## src/port_role_pkg.sv

```systemverilog
// shared types and constants for the switch port role and forwarding block
package port_role_pkg;
   // ==========================================================
   // timing
   localparam int CLK_PERIOD_NS = 20;
   localparam int TRY_TIME_US = 100;
   localparam int TRY_CYCLES_DEF = (TRY_TIME_US * 1000) / CLK_PERIOD_NS;
   localparam int TRY_CNT_W = 16;
   localparam logic [TRY_CNT_W-1:0] TRY_CNT_ONE = 16'h0001;
   localparam logic [TRY_CNT_W-1:0] TRY_CNT_ZERO = 16'h0000;
   // ==========================================================
   // capability bits
   localparam int CAP_W = 4;
   localparam int CAP_LOOP = 0;
   localparam int CAP_ISL = 1;
   localparam int CAP_BRIDGE = 2;
   localparam int CAP_FABRIC = 3;
   localparam logic [CAP_W-1:0] CAPS_NONE = 4'h0;
   localparam logic [CAP_W-1:0] CAPS_BRIDGE_ONLY = 4'h4;
   // ==========================================================
   // address identifier layout
   localparam int ID_W = 24;
   localparam int DOM_HI = 23;
   localparam int DOM_LO = 16;
   localparam int AP_W = 16;
   localparam logic [ID_W-1:0] FC_CTRL_ID = 24'hFFFFFD;
   localparam logic [7:0] WKA_DOMAIN = 8'hFF;
   localparam logic [7:0] DOMAIN_NONE = 8'h00;
   localparam logic [AP_W-1:0] ALLOC_FIRST = 16'h0000;
   localparam logic [AP_W-1:0] ALLOC_LAST = 16'hFFFF;
   localparam logic [AP_W-1:0] ALLOC_STEP = 16'h0001;
   localparam logic [ID_W-1:0] ID_NONE = 24'h000000;
   // ==========================================================
   // types
   typedef enum logic [2:0] {
      ROLE_OFF, ROLE_LOOP, ROLE_ISL, ROLE_BRIDGE, ROLE_FABRIC
   } role_t;
   typedef enum logic [2:0] {
      PEER_NONE, PEER_NODE, PEER_LOOP_NODE, PEER_ISL, PEER_BRIDGE
   } peer_t;
   typedef enum logic [1:0] {CLS_F, CLS_2, CLS_3, CLS_OTHER} class_t;
   typedef enum logic [1:0] {RT_DROP, RT_CTRL, RT_LOCAL, RT_ISL} route_t;
   typedef enum logic [1:0] {SEL_NONE, SEL_SW, SEL_FC} txsel_t;
   typedef struct packed {
      logic sof;
      logic eof;
      logic [31:0] data;
   } word_t;
   localparam word_t WORD_IDLE = '{sof: 1'b0, eof: 1'b0, data: 32'h00000000};
endpackage

```

## src/port_role_switch.sv

```systemverilog
// port role selection, frame routing and frame-boundary transmit switching
`timescale 1ns/1ps
// Function
// - try loop, then inter-switch/bridge, then fabric
// - keep assigned role until re-initialization
// - choose inter-switch or fabric role during initialization
// - bridge device supports only bridge role
// - exchange frames only with allowed peer type
// - routing changes only at frame boundaries
// - keep outbound word alignment intact
// - each frame or connection change is switching event
// - non-local frames leave by inter-switch port
// - attach ports carry internal fabric traffic both ways
// - at least two ports, one inter-switch capable
// - route class F, 2 and 3 frames
// - own domain, allocate area and port identifiers
// - controller address goes to local fabric controller
module port_role_switch #(
   parameter int TRY_CYCLES = port_role_pkg::TRY_CYCLES_DEF
) (
   input wire logic REF_CLK,
   input wire logic RESET_N,
   input wire logic CLK_EN,
   input wire logic [port_role_pkg::CAP_W-1:0] PORT_CAPS,
   input wire logic BRIDGE_DEVICE,
   input wire logic INIT_START,
   input wire logic INIT_OK,
   input wire logic INIT_FAIL,
   input wire port_role_pkg::peer_t INIT_PEER,
   output port_role_pkg::role_t TRY_ROLE,
   output logic TRY_ACTIVE,
   output port_role_pkg::role_t PORT_ROLE,
   output logic PORT_UP,
   output logic PORT_ISOLATED,
   input wire port_role_pkg::word_t RX_WORD,
   input wire logic RX_VALID,
   input wire logic [port_role_pkg::ID_W-1:0] RX_DID,
   input wire port_role_pkg::class_t RX_CLASS,
   output port_role_pkg::word_t RX_FWD_WORD,
   output logic RX_FWD_VALID,
   output port_role_pkg::route_t RX_ROUTE,
   input wire port_role_pkg::word_t SW_WORD,
   input wire logic SW_VALID,
   output logic SW_READY,
   input wire port_role_pkg::word_t FC_WORD,
   input wire logic FC_VALID,
   output logic FC_READY,
   output port_role_pkg::word_t TX_WORD,
   output logic TX_VALID,
   input wire logic CONN_EVT,
   output logic SWITCH_EVT,
   input wire logic DOMAIN_GRANT,
   input wire logic [7:0] DOMAIN_ID,
   input wire logic ALLOC_REQ,
   output logic [7:0] LOCAL_DOMAIN,
   output logic DOMAIN_VALID,
   output logic [port_role_pkg::ID_W-1:0] ALLOC_ID,
   output logic ALLOC_ACK
);
   import port_role_pkg::*;

   typedef enum logic [1:0] {ST_IDLE, ST_TRY, ST_ACTIVE, ST_ISOLATED} state_t;

   // ==========================================================
   // strap synchronisers
   logic [CAP_W-1:0] caps_meta_reg;
   logic [CAP_W-1:0] caps_reg;
   logic bridge_meta_reg;
   logic bridge_reg;

   always_ff @(posedge REF_CLK or negedge RESET_N) begin
      if (!RESET_N) begin
         caps_meta_reg <= CAPS_NONE;
         caps_reg <= CAPS_NONE;
         bridge_meta_reg <= 1'b0;
         bridge_reg <= 1'b0;
      end else if (CLK_EN) begin
         caps_meta_reg <= PORT_CAPS;
         caps_reg <= caps_meta_reg;
         bridge_meta_reg <= BRIDGE_DEVICE;
         bridge_reg <= bridge_meta_reg;
      end
   end

   // ==========================================================
   // mode search order
   wire logic [CAP_W-1:0] caps_eff;
   // a bridge device never offers any other mode
   assign caps_eff = bridge_reg ? CAPS_BRIDGE_ONLY : caps_reg;

   // first supported mode after cur, in the fixed try order
   function automatic role_t next_role(input logic [CAP_W-1:0] c, input role_t cur);
      role_t r;
      r = ROLE_OFF;
      case (cur)
         ROLE_OFF: begin
            if (c[CAP_LOOP]) r = ROLE_LOOP;
            else if (c[CAP_ISL]) r = ROLE_ISL;
            else if (c[CAP_BRIDGE]) r = ROLE_BRIDGE;
            else if (c[CAP_FABRIC]) r = ROLE_FABRIC;
         end
         ROLE_LOOP: begin
            if (c[CAP_ISL]) r = ROLE_ISL;
            else if (c[CAP_BRIDGE]) r = ROLE_BRIDGE;
            else if (c[CAP_FABRIC]) r = ROLE_FABRIC;
         end
         ROLE_ISL: begin
            if (c[CAP_BRIDGE]) r = ROLE_BRIDGE;
            else if (c[CAP_FABRIC]) r = ROLE_FABRIC;
         end
         ROLE_BRIDGE: begin
            if (c[CAP_FABRIC]) r = ROLE_FABRIC;
         end
         default: r = ROLE_OFF;
      endcase
      return r;
   endfunction

   // peer type that each role may talk to
   function automatic logic peer_ok(input role_t r, input peer_t p);
      logic ok;
      ok = 1'b0;
      case (r)
         ROLE_FABRIC: ok = (p == PEER_NODE);
         ROLE_LOOP: ok = (p == PEER_LOOP_NODE);
         ROLE_ISL: ok = (p == PEER_ISL) || (p == PEER_BRIDGE);
         ROLE_BRIDGE: ok = (p == PEER_ISL);
         default: ok = 1'b0;
      endcase
      return ok;
   endfunction

   // ==========================================================
   // role state machine
   state_t state_reg;
   state_t state_next;
   role_t try_reg;
   role_t try_next;
   role_t role_reg;
   role_t role_next;
   logic [TRY_CNT_W-1:0] tmr_reg;
   logic [TRY_CNT_W-1:0] tmr_next;

   wire role_t first_role;
   wire role_t after_role;
   wire logic try_pass;
   wire logic try_miss;
   wire logic tmr_done;

   assign first_role = next_role(caps_eff, ROLE_OFF);
   assign after_role = next_role(caps_eff, try_reg);
   // a wrong peer counts as a failed attempt
   assign try_pass = INIT_OK && peer_ok(try_reg, INIT_PEER);
   assign tmr_done = (tmr_reg == TRY_CNT_ONE);
   assign try_miss = INIT_FAIL || (INIT_OK && !try_pass) || tmr_done;

   always_comb begin
      state_next = state_reg;
      try_next = try_reg;
      role_next = role_reg;
      tmr_next = (tmr_reg == TRY_CNT_ZERO) ? TRY_CNT_ZERO : tmr_reg - TRY_CNT_ONE;
      case (state_reg)
         ST_IDLE, ST_ACTIVE, ST_ISOLATED: begin
            // role only changes on a fresh initialization
            if (INIT_START) begin
               role_next = ROLE_OFF;
               try_next = first_role;
               tmr_next = TRY_CNT_W'(TRY_CYCLES);
               state_next = (first_role == ROLE_OFF) ? ST_ISOLATED : ST_TRY;
            end
         end
         ST_TRY: begin
            if (try_pass) begin
               role_next = try_reg;
               tmr_next = TRY_CNT_ZERO;
               state_next = ST_ACTIVE;
            end else if (try_miss) begin
               try_next = after_role;
               tmr_next = TRY_CNT_W'(TRY_CYCLES);
               if (after_role == ROLE_OFF) begin
                  tmr_next = TRY_CNT_ZERO;
                  state_next = ST_ISOLATED;
               end
            end
         end
         default: state_next = ST_IDLE;
      endcase
   end

   always_ff @(posedge REF_CLK or negedge RESET_N) begin
      if (!RESET_N) begin
         state_reg <= ST_IDLE;
         try_reg <= ROLE_OFF;
         role_reg <= ROLE_OFF;
         tmr_reg <= TRY_CNT_ZERO;
      end else if (CLK_EN) begin
         state_reg <= state_next;
         try_reg <= try_next;
         role_reg <= role_next;
         tmr_reg <= tmr_next;
      end
   end

   wire logic up;
   assign up = (state_reg == ST_ACTIVE);
   assign TRY_ROLE = try_reg;
   assign PORT_ROLE = role_reg;

   always_ff @(posedge REF_CLK or negedge RESET_N) begin
      if (!RESET_N) begin
         TRY_ACTIVE <= 1'b0;
         PORT_UP <= 1'b0;
         PORT_ISOLATED <= 1'b0;
      end else if (CLK_EN) begin
         TRY_ACTIVE <= (state_next == ST_TRY);
         PORT_UP <= (state_next == ST_ACTIVE);
         PORT_ISOLATED <= (state_next == ST_ISOLATED);
      end
   end

   // ==========================================================
   // address manager
   logic [AP_W-1:0] alloc_reg;
   wire logic alloc_take;
   // running out of identifiers refuses further requests silently
   // a grant in the same cycle wins, so no ack with a stale identifier
   assign alloc_take = ALLOC_REQ && DOMAIN_VALID && !DOMAIN_GRANT &&
                       (alloc_reg != ALLOC_LAST);

   always_ff @(posedge REF_CLK or negedge RESET_N) begin
      if (!RESET_N) begin
         LOCAL_DOMAIN <= DOMAIN_NONE;
         DOMAIN_VALID <= 1'b0;
         alloc_reg <= ALLOC_FIRST;
         ALLOC_ID <= ID_NONE;
         ALLOC_ACK <= 1'b0;
      end else if (CLK_EN) begin
         ALLOC_ACK <= alloc_take;
         if (DOMAIN_GRANT) begin
            LOCAL_DOMAIN <= DOMAIN_ID;
            DOMAIN_VALID <= 1'b1;
            alloc_reg <= ALLOC_FIRST;
         end else if (alloc_take) begin
            ALLOC_ID <= {LOCAL_DOMAIN, alloc_reg};
            alloc_reg <= alloc_reg + ALLOC_STEP;
         end
      end
   end

   // ==========================================================
   // receive routing
   wire logic cls_ok;
   wire logic [7:0] did_dom;
   wire route_t rt_sof;
   route_t rt_reg;

   assign cls_ok = (RX_CLASS != CLS_OTHER);
   assign did_dom = RX_DID[DOM_HI:DOM_LO];
   // controller address lands on this switch's controller while the port is up and the class is F, 2 or 3
   assign rt_sof = (!up || !cls_ok) ? RT_DROP :
                   (RX_DID == FC_CTRL_ID) ? RT_CTRL :
                   (did_dom == LOCAL_DOMAIN || did_dom == WKA_DOMAIN) ? RT_LOCAL :
                   RT_ISL;
   wire route_t rt_cur;
   // decision is held for the whole frame
   assign rt_cur = RX_WORD.sof ? rt_sof : rt_reg;

   always_ff @(posedge REF_CLK or negedge RESET_N) begin
      if (!RESET_N) begin
         rt_reg <= RT_DROP;
         RX_ROUTE <= RT_DROP;
         RX_FWD_WORD <= WORD_IDLE;
         RX_FWD_VALID <= 1'b0;
      end else if (CLK_EN) begin
         RX_FWD_VALID <= RX_VALID && (rt_cur != RT_DROP);
         if (RX_VALID) begin
            rt_reg <= rt_cur;
            RX_ROUTE <= rt_cur;
            RX_FWD_WORD <= RX_WORD;
         end
      end
   end

   // ==========================================================
   // transmit switching
   txsel_t sel_reg;
   txsel_t sel_next;
   wire logic sw_take;
   wire logic fc_take;
   wire word_t tx_in;

   assign sw_take = SW_READY && SW_VALID;
   assign fc_take = FC_READY && FC_VALID;
   assign tx_in = fc_take ? FC_WORD : SW_WORD;

   // grant moves only once the current frame's last word has left
   always_comb begin
      sel_next = sel_reg;
      case (sel_reg)
         SEL_NONE: begin
            if (up && FC_VALID) sel_next = SEL_FC;
            else if (up && SW_VALID) sel_next = SEL_SW;
         end
         SEL_SW: if (sw_take && SW_WORD.eof) sel_next = SEL_NONE;
         SEL_FC: if (fc_take && FC_WORD.eof) sel_next = SEL_NONE;
         default: sel_next = SEL_NONE;
      endcase
   end

   always_ff @(posedge REF_CLK or negedge RESET_N) begin
      if (!RESET_N) begin
         sel_reg <= SEL_NONE;
         SW_READY <= 1'b0;
         FC_READY <= 1'b0;
      end else if (CLK_EN) begin
         sel_reg <= sel_next;
         SW_READY <= (sel_next == SEL_SW);
         FC_READY <= (sel_next == SEL_FC);
      end
   end

   // whole words pass one for one, never split or padded
   always_ff @(posedge REF_CLK or negedge RESET_N) begin
      if (!RESET_N) begin
         TX_WORD <= WORD_IDLE;
         TX_VALID <= 1'b0;
         SWITCH_EVT <= 1'b0;
      end else if (CLK_EN) begin
         TX_VALID <= sw_take || fc_take;
         if (sw_take || fc_take) TX_WORD <= tx_in;
         SWITCH_EVT <= ((sw_take || fc_take) && tx_in.sof) || CONN_EVT;
      end
   end
endmodule

```

## config.mk

```make
export PLATFORM = sky130hd
export DESIGN_NAME = port_role_switch
export DESIGN_NICKNAME = d
export VERILOG_FILES = /design/src/port_role_pkg.sv /design/src/port_role_switch.sv
export SDC_FILE = /design/constraint.sdc
export NUM_CORES = 1
export LEC_CHECK = 0
export ABC_CLOCK_PERIOD_IN_PS = 5240
export BUFFER_PORTS_ARGS = -buffer_cell sky130_fd_sc_hd__buf_2
export CAP_MARGIN = 40
export CELL_PAD_IN_SITES_DETAIL_PLACEMENT = 0
export CELL_PAD_IN_SITES_GLOBAL_PLACEMENT = 1
export CORE_ASPECT_RATIO = 0.8
export CORE_MARGIN = 8
export CORE_UTILIZATION = 42
export CTS_BUF_LIST = sky130_fd_sc_hd__clkbuf_8
export DETAILED_ROUTE_END_ITERATION = 6
export PLACE_DENSITY = 0.87
export SYNTH_ARGS = -nofsm -noshare
export SYNTH_HDL_FRONTEND = slang
export SYNTH_SLANG_ARGS = --single-unit
```

## constraint.sdc

```tcl
create_clock -name REF_CLK -period 5.24 [get_ports REF_CLK]
set_input_delay 0.262 -clock REF_CLK [delete_from_list [all_inputs] [get_ports REF_CLK]]
set_output_delay 0.262 -clock REF_CLK [all_outputs]
set_load 0.005 [all_outputs]
```

# ---- Word level (Yosys, flattened, before mapping)
# Cells that the tools add are included.
dict set report word_totals {
  regBits 164
  latchBits 0
  ram_bits 0
  mem_bits_ro 0
  inputBits 156
  out_inout_bits 118
  word_cells 138
  memories 0
}
dict set report classes {
  addsub 2
  n_mul 0
  n_div 0
  magnitude_cmp 0
  eq_ne 28
  n_shift 0
  muxes 38
  bitwise 1
  reduce_logical 40
}
# cell n
set ops {}
lappend ops {{two-way mux 16 bit} 6}
lappend ops {{two-way mux 34 bit} 1}
lappend ops {{case mux 16 bit (2 select lines)} 1}
lappend ops {{two-way mux 3 bit} 9}
lappend ops {{== test 24 bit, second input constant} 1}
lappend ops {{two-way mux 2 bit} 12}
lappend ops {{adder 16 x 1 -> 16 bit, second input constant} 1}
lappend ops {{== test 16 x 1 -> 1 bit, second input constant} 1}
lappend ops {{logical NOT 16 bit} 1}
lappend ops {{!= test 16 bit, second input constant} 1}
lappend ops {{subtractor 16 x 1 -> 16 bit, second input constant} 1}
lappend ops {{logical AND 1 bit} 13}
lappend ops {{two-way mux 13 bit} 1}
lappend ops {{== test 2 bit, second input constant} 6}
lappend ops {{== test 3 x 2 -> 1 bit, second input constant} 4}
lappend ops {{case mux 3 bit (2 select lines)} 2}
lappend ops {{case mux 3 bit (4 select lines)} 1}
lappend ops {{!= test 2 bit, second input constant} 5}
lappend ops {{logical NOT 3 bit} 3}
lappend ops {{== test 2 x 1 -> 1 bit, second input constant} 4}
lappend ops {{== test 8 bit} 1}
lappend ops {{== test 8 bit, second input constant} 1}
lappend ops {{AND reduction 2 bit} 4}
lappend ops {{logical OR 1 bit} 7}
lappend ops {{14 further kinds} 22}

# ---- Logic depth before layout (Yosys ltp)
# Gate-level depths: netlist of run 1.
dict set report depth {
  word_depth 12
  mapped_depth 8
  ltp_nobuf 8
}

# ---- Least setup slack after synthesis of run 1
# OpenSTA, ideal clock, no wires.
dict set report synth_timing {
  path_kind {register to register}
  startpoint {register tmr_reg[1]}
  endpoint {register tmr_reg[12]}
  setup_ns 0.138
  arrival_ns 2.081
  required_time_ns 5.102
  path_slack_ns 3.021
  stages_incl_launch_ff 9
  n_path_buf 0
  period_less_slack_ns 2.219
  cell_sequence {dfrtp_1 -> inv_1 -> ha_1 -> or4b_2 -> nor4_4 -> or2_2 -> a31oi_4 -> nor3_1 -> o311ai_1}
}
dict set report synth_between {
  elab_chain_len 5
  word_cells_on_any_way 9
  classes_between {add/sub: 1; eq/ne: 1; mux: 5; reduce/logical: 2}
}
# item line
set synth_rtl {}
lappend synth_rtl {{start, declared} port_role_switch.sv:141} ;# logic [TRY_CNT_W-1:0] tmr_reg;
lappend synth_rtl {{start signal, assigned} port_role_switch.sv:200} ;# tmr_reg <= tmr_next;
lappend synth_rtl {{subtractor 16 x 1 -> 16 bit, or another cell as far along} port_role_switch.sv:161} ;# tmr_next = (tmr_reg == TRY_CNT_ZERO) ? TRY_CNT_ZERO : tmr_reg - TRY_CNT_ONE;
lappend synth_rtl {{two-way mux 16 bit / logical OR 1 bit (equally long branches)} {port_role_switch.sv:161, port_role_switch.sv:155}}
lappend synth_rtl {{two-way mux 16 bit} port_role_switch.sv:177} ;# end else if (try_miss) begin
lappend synth_rtl {{two-way mux 16 bit} port_role_switch.sv:173} ;# if (try_pass) begin
lappend synth_rtl {{case mux 16 bit (2 select lines) (*)} port_role_switch.sv:162} ;# case (state_reg)
# Mark *: on every way between the ends. The rest lies on a longest branch, timed or not.
# A chain may end at the register's enable or synchronous reset.

# ---- Worst setup path in the final report of run 1
dict set report layout_timing {
  startpoint {register bridge_reg}
  endpoint {register tmr_reg[9]}
}
dict set report layout_between {
  elab_chain_len 11
}
# item line
set layout_rtl {}
lappend layout_rtl {{start, declared} port_role_switch.sv:69} ;# logic bridge_reg;
lappend layout_rtl {{start signal, assigned} port_role_switch.sv:81} ;# bridge_reg <= bridge_meta_reg;
lappend layout_rtl {{two-way mux 4 bit (*)} port_role_switch.sv:89} ;# assign caps_eff = bridge_reg ? CAPS_BRIDGE_ONLY : caps_reg;
lappend layout_rtl {{two-way mux 3 bit} --}
lappend layout_rtl {{two-way mux 3 bit} port_role_switch.sv:104} ;# else if (c[CAP_BRIDGE]) r = ROLE_BRIDGE;
lappend layout_rtl {{two-way mux 3 bit} port_role_switch.sv:98} ;# else if (c[CAP_ISL]) r = ROLE_ISL;
lappend layout_rtl {{two-way mux 3 bit} port_role_switch.sv:97} ;# if (c[CAP_LOOP]) r = ROLE_LOOP;
lappend layout_rtl {{case mux 3 bit (4 select lines) (*)} port_role_switch.sv:95} ;# case (cur)
lappend layout_rtl {{logical NOT 3 bit (*)} port_role_switch.sv:180} ;# if (after_role == ROLE_OFF) begin
lappend layout_rtl {{two-way mux 13 bit (*)} port_role_switch.sv:180}
lappend layout_rtl {{two-way mux 16 bit (*)} port_role_switch.sv:177}
lappend layout_rtl {{two-way mux 16 bit (*)} port_role_switch.sv:173}
lappend layout_rtl {{case mux 16 bit (2 select lines) (*)} port_role_switch.sv:162}
# Marked as above.

==> summary.md, run 1 <==
| Metric | Value |
|---|---|
| Clock Latency Late Sink | `approximately 0.45 ns` |
| Top Registers | `RX_FWD_WORD: 34 flops, TX_WORD: 34 flops, ALLOC_ID: 24 flops` |
| Register area share after synthesis | `about 53%` |
| Most frequent cells in the layout | `272 x buf_2, 164 x dfrtp_1, 102 x nand2_1, 69 x mux2_2, 56 x o21ai_0` |
| Initial Utilization | `a little over two fifths` |
| Top FF cell, synth | `dfrtp_1` |
| TritonCTS Buffers | `17` |
| Worst path bufs/invs | `0` |
| GPL Wtd Cong | `just over 0.8` |
| Kind of critical path | `flop to flop` |
| Yosys top cell area share | `53.0%` |
| Tcrit/Tclk final | `48.4%` |
| Adder-Cell Fraction of Synth Area | `less than 1%` |
| Fillers | `approximately 1600` |
| Initial antenna violation count | `2` |
| Fin. max-slew vios | `0` |
| Register area | `about 0.0041 mm2` |
| Multi-input gate area | `0.00343 mm2` |
| Post-Synth Simple-Gate Area | `15.1%` |
| Synth warn | `0` |
| Vias per cell | `5.03` |
| CP max-delay cell | `a31oi_1` |
| Max Clock Freq | `between 0.3 and 0.4 GHz` |
| Slew of the pin with the lowest slew margin | `~0.86 ns` |
| Peak per-stage delay on the critical path | `0.57 ns` |
| Most common cell after layout, fill and taps aside | `buf_2` |
| Worst Skew | `0.0263 ns` |
| Setup crit start kind | `flop` |
| Post-CTS sizing | `0` |
| Main combinational cell family by area after synthesis | `simple AND/OR/NAND/NOR gates` |
| CTS Root Cell | `clkbuf_8` |
| Chip Width | `~170 um` |
| Grt total ovfl | `0` |
| Ys async rst share | `100%` |
| CTS tree | `built` |
| Area grow syn2layout | `31.0%` |
| H-tree lvl count | `4` |
| Setup TNS | `0 ns` |
| Vias in the first global route | `6472` |
| Via count | `roughly 6300` |
| Drt pass-1 iters | `4` |
| Antenna fix cells | `0` |
| Final worst slack | `2.70 ns` |
| CP arrival | `between 2 and 3 ns` |
| Syn Inst Count | `701` |
| Bufs on Longest Clock Path | `2` |
| Mux contribution to synthesized area | `roughly 15%` |
| Site row count | `44` |
| Detailed-route wire length | `about 22 mm` |
| CTS Hold Bufs | `22` |
| Core area | `roughly 0.018 mm2` |
| Area leader, netlist | `dfrtp_1` |
| EDFF count, synth | `0` |
| Largest net degree at the start of global routing | `71` |
| DP Worst Slack | `2.72 ns` |
| Relative slew slack | `a little over two fifths` |
| Die height | `~140 um` |
| Status | `finished clean` |
| Pwr/cell area | `between 300 and 400 mW/mm2` |
| Hpwl dp | `roughly 16 mm` |
| XOR/XNOR share of the synthesized area | `around 2.7%` |
| ANT nets after route | `0` |
| Ranking of synthesized cells by area | `dfrtp_1 53%, mux2_2 10%, nand2_1 5.0%` |
| Setup Buffers After CTS | `0` |
| Post-Syn Nets | `around 860` |
| Final setup fails | `0` |
| First-pass GRT wire length | `approximately 34 mm` |
| Top Family by Delay on Critical Path | `simple AND/OR/NAND/NOR gates` |
| Net count reported at finish | `between 1000 and 1500` |
| Leakage Power | `approximately 0.0051 uW` |
| Final min period | `between 2 and 3 ns` |
| Synthesized flop and latch total | `between 150 and 200` |
| Complex-gate fraction of the synthesized area | `10.9%` |
| Hold Vio Cnt, Final | `0` |
| # DRC | `0` |
| Worst vdd ir | `0.226 mV` |
| Worst-path fanout max | `7` |
| Max cap viols | `0` |
| RSZ-0062 raised after global routing | `no` |
| Initial DRC count | `roughly 400` |
| Worst min path class | `input port to flop` |
| CP Data Required Time | `5.54 ns` |
| CP Cell Sequence | `nor4_1 -> nor2b_1 -> a31oi_1 -> a21boi_2 -> nor3_1 -> o311ai_1` |
| Share of layout cells above drive strength 1 | `39.7%` |
| I/O pin total | `between 200 and 300` |
| Synthesized area per cell | `around 11 um2` |
| Count of cell types in the netlist | `65` |
| Drt wl/cell | `17.4 um` |
| Total die area | `0.0231 mm2` |
| # clock sinks | `164` |
| Clk slew on worst S/H paths | `0.10 ns` |
| Syn Std Cell Area | `roughly 0.0077 mm2` |
| CP endpoint kind | `flop` |
| Tot GR Track Use | `about 18%` |
| PortBufs | `between 200 and 300` |
## logic make-up (layout without fill, tap and decap cells)
| family | Yosys count | after routing |
|---|---|---|
| buf+inv | 47 | 363 |
| xor+xnor | 24 | 24 |
| compound gates | 124 | 124 |
| simple gates | 232 | 232 |
| flops | 164 | 164 |
| fa+ha+maj | 4 | 4 |
| mux | 106 | 106 |
## cells in the mapped netlist, drive strengths merged (11+ instances only)
cell type	instances
dfrtp	164
mux2i	37
nor2	35
xnor2	17
nand3	19
o21ai	57
nand4	11
nand2	105
a21oi	18
mux2	69
inv	17
clkbuf	21
## per-stage QoR
| stage | hold slack, ns | cells | total power, uW | instance area (um2) | utilization (%) |
|---|---|---|---|---|---|
| global route | -0.00157 | 1247 | 4330 | 10200 | 56.0 |
| floorplan | -0.0336 | 701 | 2540 | 7750 | - |
| global placement | 0.310 | 1178 | 3050 | 9290 | 51.3 |
| detailed placement | 0.308 | 1181 | 3100 | 9360 | 51.7 |
| CTS | 0.00135 | 1235 | 4100 | 10000 | 55.4 |
| finish | 0.0450 | 1247 | 4050 | 10200 | 56.0 |
## worst paths after layout
kind / slack, ns / to / startpoint / cells past startpoint
hold reg to reg: 0.48 / TX_WORD[6] / TX_WORD[6] / 2
setup reg to reg: 2.70 / tmr_reg[9] / bridge_reg / 6
setup / recovery: 2.70 / tmr_reg[9] / bridge_reg / 6
max in group asynchronous: 3.75 / TX_WORD[2] / RESET_N / 3
min in group asynchronous: 0.36 / RX_FWD_WORD[14] / RESET_N / 2
hold / removal: 0.04 / RX_FWD_WORD[7] / RX_WORD[7] / 2
## final cells by class
type	instances	share of cell area [%]
Clock buffer	17	2.30
Tap cell	230	2.83
Clock inverter	15	2.14
Inverter	17	0.629
Sequential cell	164	40.4
Timing Repair Buffer	314	17.8
Multi-Input combinational cell	490	33.8
## metal layers
| metal | GRT usage [%] | vias up | share of wire [%] |
|---|---|---|---|
| met5 | 0 | - | 0.12 |
| met4 | 4.01 | 4 | 0.58 |
| met3 | 7.04 | 12 | 6.3 |
| met2 | 30.7 | 153 | 50 |
| met1 | 22.6 | 2985 | 43 |
| li1 | - | 3120 | - |
## power by group
group | switching [uW] | internal, uW | leakage (uW) | total, uW
Clock | 556 | 417 | 0.000221 | 973
Sequential | 246 | 1560 | 0.00207 | 1800
Combinational | 673 | 602 | 0.00282 | 1270
No activity file was read; power rests on OpenSTA's default activity.
==> run 2: changes to the inputs <==
- ABC_AREA: default -> 1
- ABC_CLOCK_PERIOD_IN_PS: 5240 -> 2300
- CORE_UTILIZATION: 42 -> 33
- PLACE_DENSITY: 0.87 -> 0.78
- clock period: 5.24 -> 2.3 ns (I/O delays scaled with it)
==> run 2 against run 1 <==
Cell area rose by 8.5%. Sequential share of layout area fell by 3.2 points. Setup slack got worse by 2.6 ns. Total power rose by 130%.
==> summary.md, run 2 <==
| Metric | Value |
|---|---|
| Ranking of synthesized cells by area | `dfrtp_1 53%, nand2_1 18%, nor2_1 4.1%` |
| Final min period | `2.15 ns (-0.382 ns)` |
| Power after layout | `9230 uW (+130%)` |
| Hold Vio Cnt, Final | `0 (unchanged)` |
| Worst min path class | `input port to flop` |
| Clock Latency Late Sink | `0.46 ns (about the same)` |
| Slew of the pin with the lowest slew margin | `0.707 ns (-0.152 ns)` |
| Worst Skew | `0.0258 ns (-0.000500 ns)` |
| Site row count | `50 (+14%)` |
| Synth warn | `0 (unchanged)` |
| Largest net degree at the start of global routing | `68 (-4.2%)` |
| CP endpoint kind | `flop` |
| ANT nets after route | `0 (unchanged)` |
| Sequential power share | `43.6% (-0.9 points)` |
| Share of layout cells above drive strength 1 | `24.6% (-15 points)` |
| Setup crit start kind | `flop` |
| Area leader, netlist | `dfrtp_1` |
| Worst-path fanout max | `67 (+60)` |
| Internal Power | `5730 uW (+120%)` |
| I/O pin total | `274 (unchanged)` |
| Drt pass-1 iters | `5 (+1)` |
| Relative slew slack | `51.6% (+8.9 points)` |
| Kind of critical path | `flop to flop` |
| Sw frac | `37.9% (+1.5 points)` |
| Max Clock Freq | `0.464 GHz (+18%)` |
| Via count | `7619 (+21%)` |
| Syn Inst Count | `966 (+38%)` |
| CP arrival | `2.52 ns (-0.31 ns)` |
| Finished Core Util | `47.7% (-8.3 points)` |
| Drt wl/cell | `15.1 um (-13%)` |
| Detailed-route wire length | `25.4 mm (+17%)` |
| Tot GR Track Use | `17.6% (-0.80 points)` |
| # clock sinks | `164 (unchanged)` |
| Initial Utilization | `33.2% (-9.5 points)` |
| Vias per cell | `4.53 (-9.9%)` |
| EDFF count, synth | `0 (unchanged)` |
| CTS Root Cell | `clkbuf_8` |
| Die height | `152 um (+11%)` |
| Area grow syn2layout | `43.6%` |
| Bufs on Longest Clock Path | `2 (unchanged)` |
| Top Registers | `RX_FWD_WORD: 34 flops, TX_WORD: 34 flops, ALLOC_ID: 24 flops` |
| Post-Syn Nets | `1126 (+31%)` |
| Grt total ovfl | `0 (unchanged)` |
| H-tree lvl count | `4 (unchanged)` |
| Max cap viols | `0 (unchanged)` |
| Chip Width | `186 um (+11%)` |
| Most frequent cells in the layout | `378 x nand2_1, 272 x buf_2, 164 x dfrtp_1, 116 x dlygate4sd3_1, 84 x nor2_1` |
| Clock power share | `22.8% (-1.2 points)` |
| Total die area | `0.0284 mm2 (+23%)` |
| Worst vdd ir | `0.339 mV (+50%)` |
| GPL Wtd Cong | `0.864 (+6.2%)` |
| NetSw | `3500 uW (+140%)` |
| Combinational share of power | `33.6% (+2.2 points)` |
| TritonCTS Buffers | `17 (unchanged)` |
| Initial DRC count | `394 (-0.76%)` |
| First-pass GRT wire length | `41.0 mm (+21%)` |
| RSZ-0062 raised after global routing | `no` |
| Initial antenna violation count | `4 (+2)` |
| Synthesized flop and latch total | `164 (unchanged)` |
| # DRC | `0 (unchanged)` |
| Leakage Power | `0.00568 uW (+11%)` |
| Fin. max-slew vios | `0 (unchanged)` |
| Most common cell after layout, fill and taps aside | `nand2_1` |
| PortBufs | `273 (unchanged)` |
| Count of cell types in the netlist | `33 (-49%)` |
| Tcrit/Tclk final | `93.6% (+45 points)` |
| Ys async rst share | `100% (unchanged)` |
| Register area share after synthesis | `53.5% (+0.53 points)` |
| CTS tree | `built` |
| CP Data Required Time | `2.66 ns (-2.88 ns)` |
| Synthesized area per cell | `7.94 um2 (-28%)` |
| Vias in the first global route | `7779 (+20%)` |
| Pwr/cell area | `838 mW/mm2 (+110%)` |
| Final setup fails | `0 (unchanged)` |
| Post-route insts no fill | `1681 (+35%)` |
| Syn Std Cell Area | `0.00767 mm2 (-0.99%)` |
| Core area | `0.0231 mm2 (+27%)` |
| Top FF cell, synth | `dfrtp_1` |
| Status | `finished clean` |
| Commonest cells in the synthesized netlist | `378 x nand2_1, 164 x dfrtp_1, 84 x nor2_1, 67 x inv_1, 58 x o21ai_0` |
| Yosys top cell area share | `53.5% (+0.53 points)` |
| Net count reported at finish | `1513 (+30%)` |
| Setup TNS | `0 ns (unchanged)` |
| Clk slew on worst S/H paths | `0.12 ns (+0.02 ns)` |
| Count leader, synth | `nand2_1` |
| Hpwl dp | `18.3 mm (+13%)` |
| Placed Cells | `1530 (+30%)` |
[run 2: changes by cell type in the layout (fill, tap and decap cells not counted), moves of 7 or more]
cell,before,now
a21oi_1,17,29
a31oi_1,1,35
buf_4,4,11
dlygate4sd3_1,34,116
inv_1,17,66
mux2_2,69,0
mux2i_1,37,0
nand2_1,102,378
nand3_1,19,35
nor2_1,35,84
o311ai_0,7,0
[run 2: what timing repair did]
item                       in CTS  in global routing
gates resized for setup         0                  3
setup endpoints to repair       0                  4
setup buffers                   0                  0
hold endpoints to repair      143                  0
hold buffers                  116                  0
[run 2: final cells by class]
class / count / area (um2)
Sequential cell: 164 / 4100
Antenna cell: 3 / 7.51
Clock inverter: 15 / 180
Fill cell: 2281 / 12100
Timing Repair Buffer: 404 / 2690
Clock buffer: 17 / 234
Tap cell: 312 / 390
Inverter: 73 / 274
Multi-Input combinational cell: 693 / 3130
[run 2: final timing paths]
path,startpoint,end,slack [ns],cells past startpoint
worst min-delay path,SW_WORD[33],TX_WORD[33],0.05,5
worst min register to register,RX_FWD_WORD[26],RX_FWD_WORD[26],0.48,2
worst max register to register,FC_READY,TX_WORD[14],0.15,9
worst max-delay path,FC_READY,TX_WORD[14],0.15,9
min in group asynchronous,RESET_N,TX_WORD[5],0.21,2
max in group asynchronous,RESET_N,RX_FWD_WORD[6],1.38,3
[run 2: power by group through the flow]
stage / logic, uW / clock network [uW] / registers (uW)
after global routing: 3490 / 2310 / 4110
after CTS: 3100 / 2200 / 4010
after floorplan: 1580 / 0 / 4050
after detailed placement: 2900 / 0 / 4060
final: 3100 / 2110 / 4020
after global placement: 2880 / 0 / 4050
[run 2: worst max-delay path: stages, from the launching register on]
cell and delay, ns:
dfrtp_1 0.41, nand2_1 0.12, buf_4 0.19, nand2_1 0.07, nand2_1 0.14, clkinv_1 0.11
buf_8 0.23, nor2_1 0.15, a31oi_1 0.05, dlygate4sd3_1 0.57
[run 2: routing by layer]
metal  track usage [%]  share of wire [%]  vias up
li1                  -                  -     3872
met3              4.76                5.3       36
met4              6.19                2.4        2
met2              28.2                 47      197
met1              22.7                 45     3512
met5                 0              0.032        -
[run 2: cells by family (layout without fill, tap and decap cells)]
group                      after synthesis  after routing  synth area share [%]
buffers and inverters                  109            509                  5.64
DFF                                    164            164                  53.5
adders and majority gates                4              4                 0.652
xor gates and xnor gates                20             20                  2.28
and+or+nand+nor                        535            535                  28.3
AOI/OAI and AO/OA                      134            134                  9.62
other                                    0              3                     0
[run 2: stage by stage]
stage | hold slack, ns | cell area (um2) | setup WS (ns)
after CTS | 0.00682 | 11000 | 0.0219
after detailed placement | 0.160 | 9430 | 0.327
after global routing | 0.0153 | 11000 | 0.00556
after global placement | 0.160 | 9430 | 0.404
final | 0.0522 | 11000 | 0.147
after floorplan | -0.181 | 7670 | 0.670
==> run 3: changes to the inputs <==
- MAX_ROUTING_LAYER: default -> met4
==> run 3 against run 2 <==
Via count is 0.50% higher. Cell count increased by 0.12%. Clock power barely moved. First-iteration DRC count shrank 5.1%.
==> summary.md, run 3 (synthesized netlist as in run 2, its figures left out) <==
| Metric | Value |
|---|---|
| Drt wl/cell | `15.1 um (about the same)` |
| Hold Vio Cnt, Final | `0 (unchanged)` |
| CTS tree | `built` |
| Final setup fails | `0 (unchanged)` |
| Setup TNS | `0 ns (unchanged)` |
| CP Data Required Time | `2.66 ns (about the same)` |
| Die height | `152 um (unchanged)` |
| Net count reported at finish | `1513 (unchanged)` |
| Max Clock Freq | `0.462 GHz (-0.45%)` |
| Kind of critical path | `flop to flop` |
| Vias per cell | `4.55 (+0.38%)` |
| Worst min path class | `input port to flop` |
| Top Family by Delay on Critical Path | `buffers and inverters` |
| Cell area after layout | `0.0110 mm2 (about the same)` |
| RSZ-0062 raised after global routing | `no` |
| Area grow syn2layout | `43.7% (about the same)` |
| DP Worst Slack | `0.327 ns (unchanged)` |
| ANT nets after route | `0 (unchanged)` |
| Bufs on Longest Clock Path | `2 (unchanged)` |
| TritonCTS Buffers | `17 (unchanged)` |
| Detailed-route wire length | `25.4 mm (about the same)` |
| Largest net degree at the start of global routing | `68 (unchanged)` |
| First-pass GRT wire length | `40.9 mm (-0.20%)` |
| Worst vdd ir | `0.338 mV (about the same)` |
| Peak per-stage delay on the critical path | `0.57 ns (about the same)` |
| Tot GR Track Use | `18.1% (+0.50 points)` |
| Slew of the pin with the lowest slew margin | `0.708 ns (+0.000985 ns)` |
| Setup Buffers After CTS | `0 (unchanged)` |
| PortBufs | `273 (unchanged)` |
| Max cap viols | `0 (unchanged)` |
| Final min period | `2.16 ns (+0.00967 ns)` |
| CP arrival | `2.53 ns (about the same)` |
| Clk slew on worst S/H paths | `0.12 ns (about the same)` |
| Site row count | `50 (unchanged)` |
| Worst path bufs/invs | `4 (unchanged)` |
| Relative slew slack | `51.6% (-0.067 points)` |
| Status | `finished clean` |
| CTS Root Cell | `clkbuf_8` |
| Share of layout cells above drive strength 1 | `24.6% (unchanged)` |
| Initial DRC count | `374 (-5.1%)` |
| Most frequent cells in the layout | `378 x nand2_1, 272 x buf_2, 164 x dfrtp_1, 116 x dlygate4sd3_1, 84 x nor2_1` |
| CP max-delay cell | `dlygate4sd3_1` |
| DP Area | `0.00943 mm2 (unchanged)` |
| Setup crit start kind | `flop` |
| Final worst slack | `0.137 ns (-0.00967 ns)` |
| Chip Width | `186 um (unchanged)` |
| Pwr/cell area | `837 mW/mm2 (about the same)` |
| # DRC | `0 (unchanged)` |
| I/O pin total | `274 (unchanged)` |
| Drt pass-1 iters | `6 (+1)` |
| Most common cell after layout, fill and taps aside | `nand2_1` |
| Most frequent CP cell | `nand2_1` |
| Tcrit/Tclk final | `94.0% (+0.42 points)` |
| Top Registers | `RX_FWD_WORD: 34 flops, TX_WORD: 34 flops, ALLOC_ID: 24 flops` |
| GPL Wtd Cong | `0.878 (+1.6%)` |
| CP Cell Sequence | `nand2_1 -> buf_4 -> nand2_1 -> nand2_1 -> clkinv_1 -> buf_8 -> nor2_1 -> a31oi_1 -> dlygate4sd3_1` |
| Fin. max-slew vios | `0 (unchanged)` |
| Vias in the first global route | `7794 (+0.19%)` |
| Initial antenna violation count | `4 (unchanged)` |
| H-tree lvl count | `4 (unchanged)` |
| Grt total ovfl | `0 (unchanged)` |
| CP endpoint kind | `flop` |
| # clock sinks | `164 (unchanged)` |
| Finished Core Util | `47.7% (about the same)` |
| Leakage Power | `0.00568 uW (about the same)` |
| Core area | `0.0231 mm2 (unchanged)` |
| Clock Latency Late Sink | `0.47 ns (about the same)` |
| Total die area | `0.0284 mm2 (unchanged)` |
| Worst Skew | `0.0255 ns (-0.000313 ns)` |
| Via count | `7657 (+0.50%)` |
| Worst-path fanout max | `67 (unchanged)` |
| Initial Utilization | `33.2% (unchanged)` |
| Hpwl dp | `18.3 mm (unchanged)` |
[run 3: metal layers]
layer	vias up	part of all wire (%)	track usage [%]	wire length, um
met2	209	47	28.2	12000
met1	3539	46	23.3	11700
met5	-	0	-	0
met3	36	4.2	4.12	1060
met4	0	2.4	5.74	615
li1	3873	-	-	-
[run 3: what timing repair did]
item | 4_1_cts | 5_1_grt
resized for setup | 0 | 3
setup endpoints to repair | 0 | 4
endpoints found under the hold margin | 143 | 0
hold buffers | 116 | 0
[run 3: path summary, 6_finish.rpt]
check | start | end | slack (ns) | depth (start not counted)
setup / recovery | FC_READY | TX_WORD[14] | 0.14 | 9
hold / removal | SW_WORD[33] | TX_WORD[33] | 0.05 | 5
setup reg to reg | FC_READY | TX_WORD[14] | 0.14 | 9
hold reg to reg | TX_VALID | TX_VALID | 0.48 | 2
max in group asynchronous | RESET_N | RX_FWD_WORD[6] | 1.38 | 3
min in group asynchronous | RESET_N | TX_WORD[5] | 0.20 | 2
[run 3: worst register-to-register path, cell delays in order (launching register included)]
cell and delay (ns):
dfrtp_1 0.41, nand2_1 0.12, buf_4 0.19, nand2_1 0.08
nand2_1 0.15, clkinv_1 0.11, buf_8 0.23, nor2_1 0.19
a31oi_1 0.05, dlygate4sd3_1 0.57
[run 3: area by class of cell]
class	instances	area, um2
inverters	73	274
clock buffers	17	234
diodes	5	12.5
flip-flops and latches	164	4100
multi-input cells	693	3130
clock inverters	15	180
fillers	2280	12100
repair buffers	404	2690
well taps	312	390
[run 3: stage by stage]
step,cells,hold WS (ns),total power (uW)
CTS,1678,0.00682,9320
floorplan,966,-0.181,5630
finish,1683,0.0475,9230
global placement,1530,0.160,6930
detailed placement,1530,0.160,6950
global route,1682,0.0112,9920
[run 3: report_power, final]
part / internal, uW / switching [uW] / total [uW]
sequential: 3540 / 483 / 4020
clock: 835 / 1280 / 2110
combinational: 1360 / 1740 / 3100
total: 5730 / 3500 / 9230
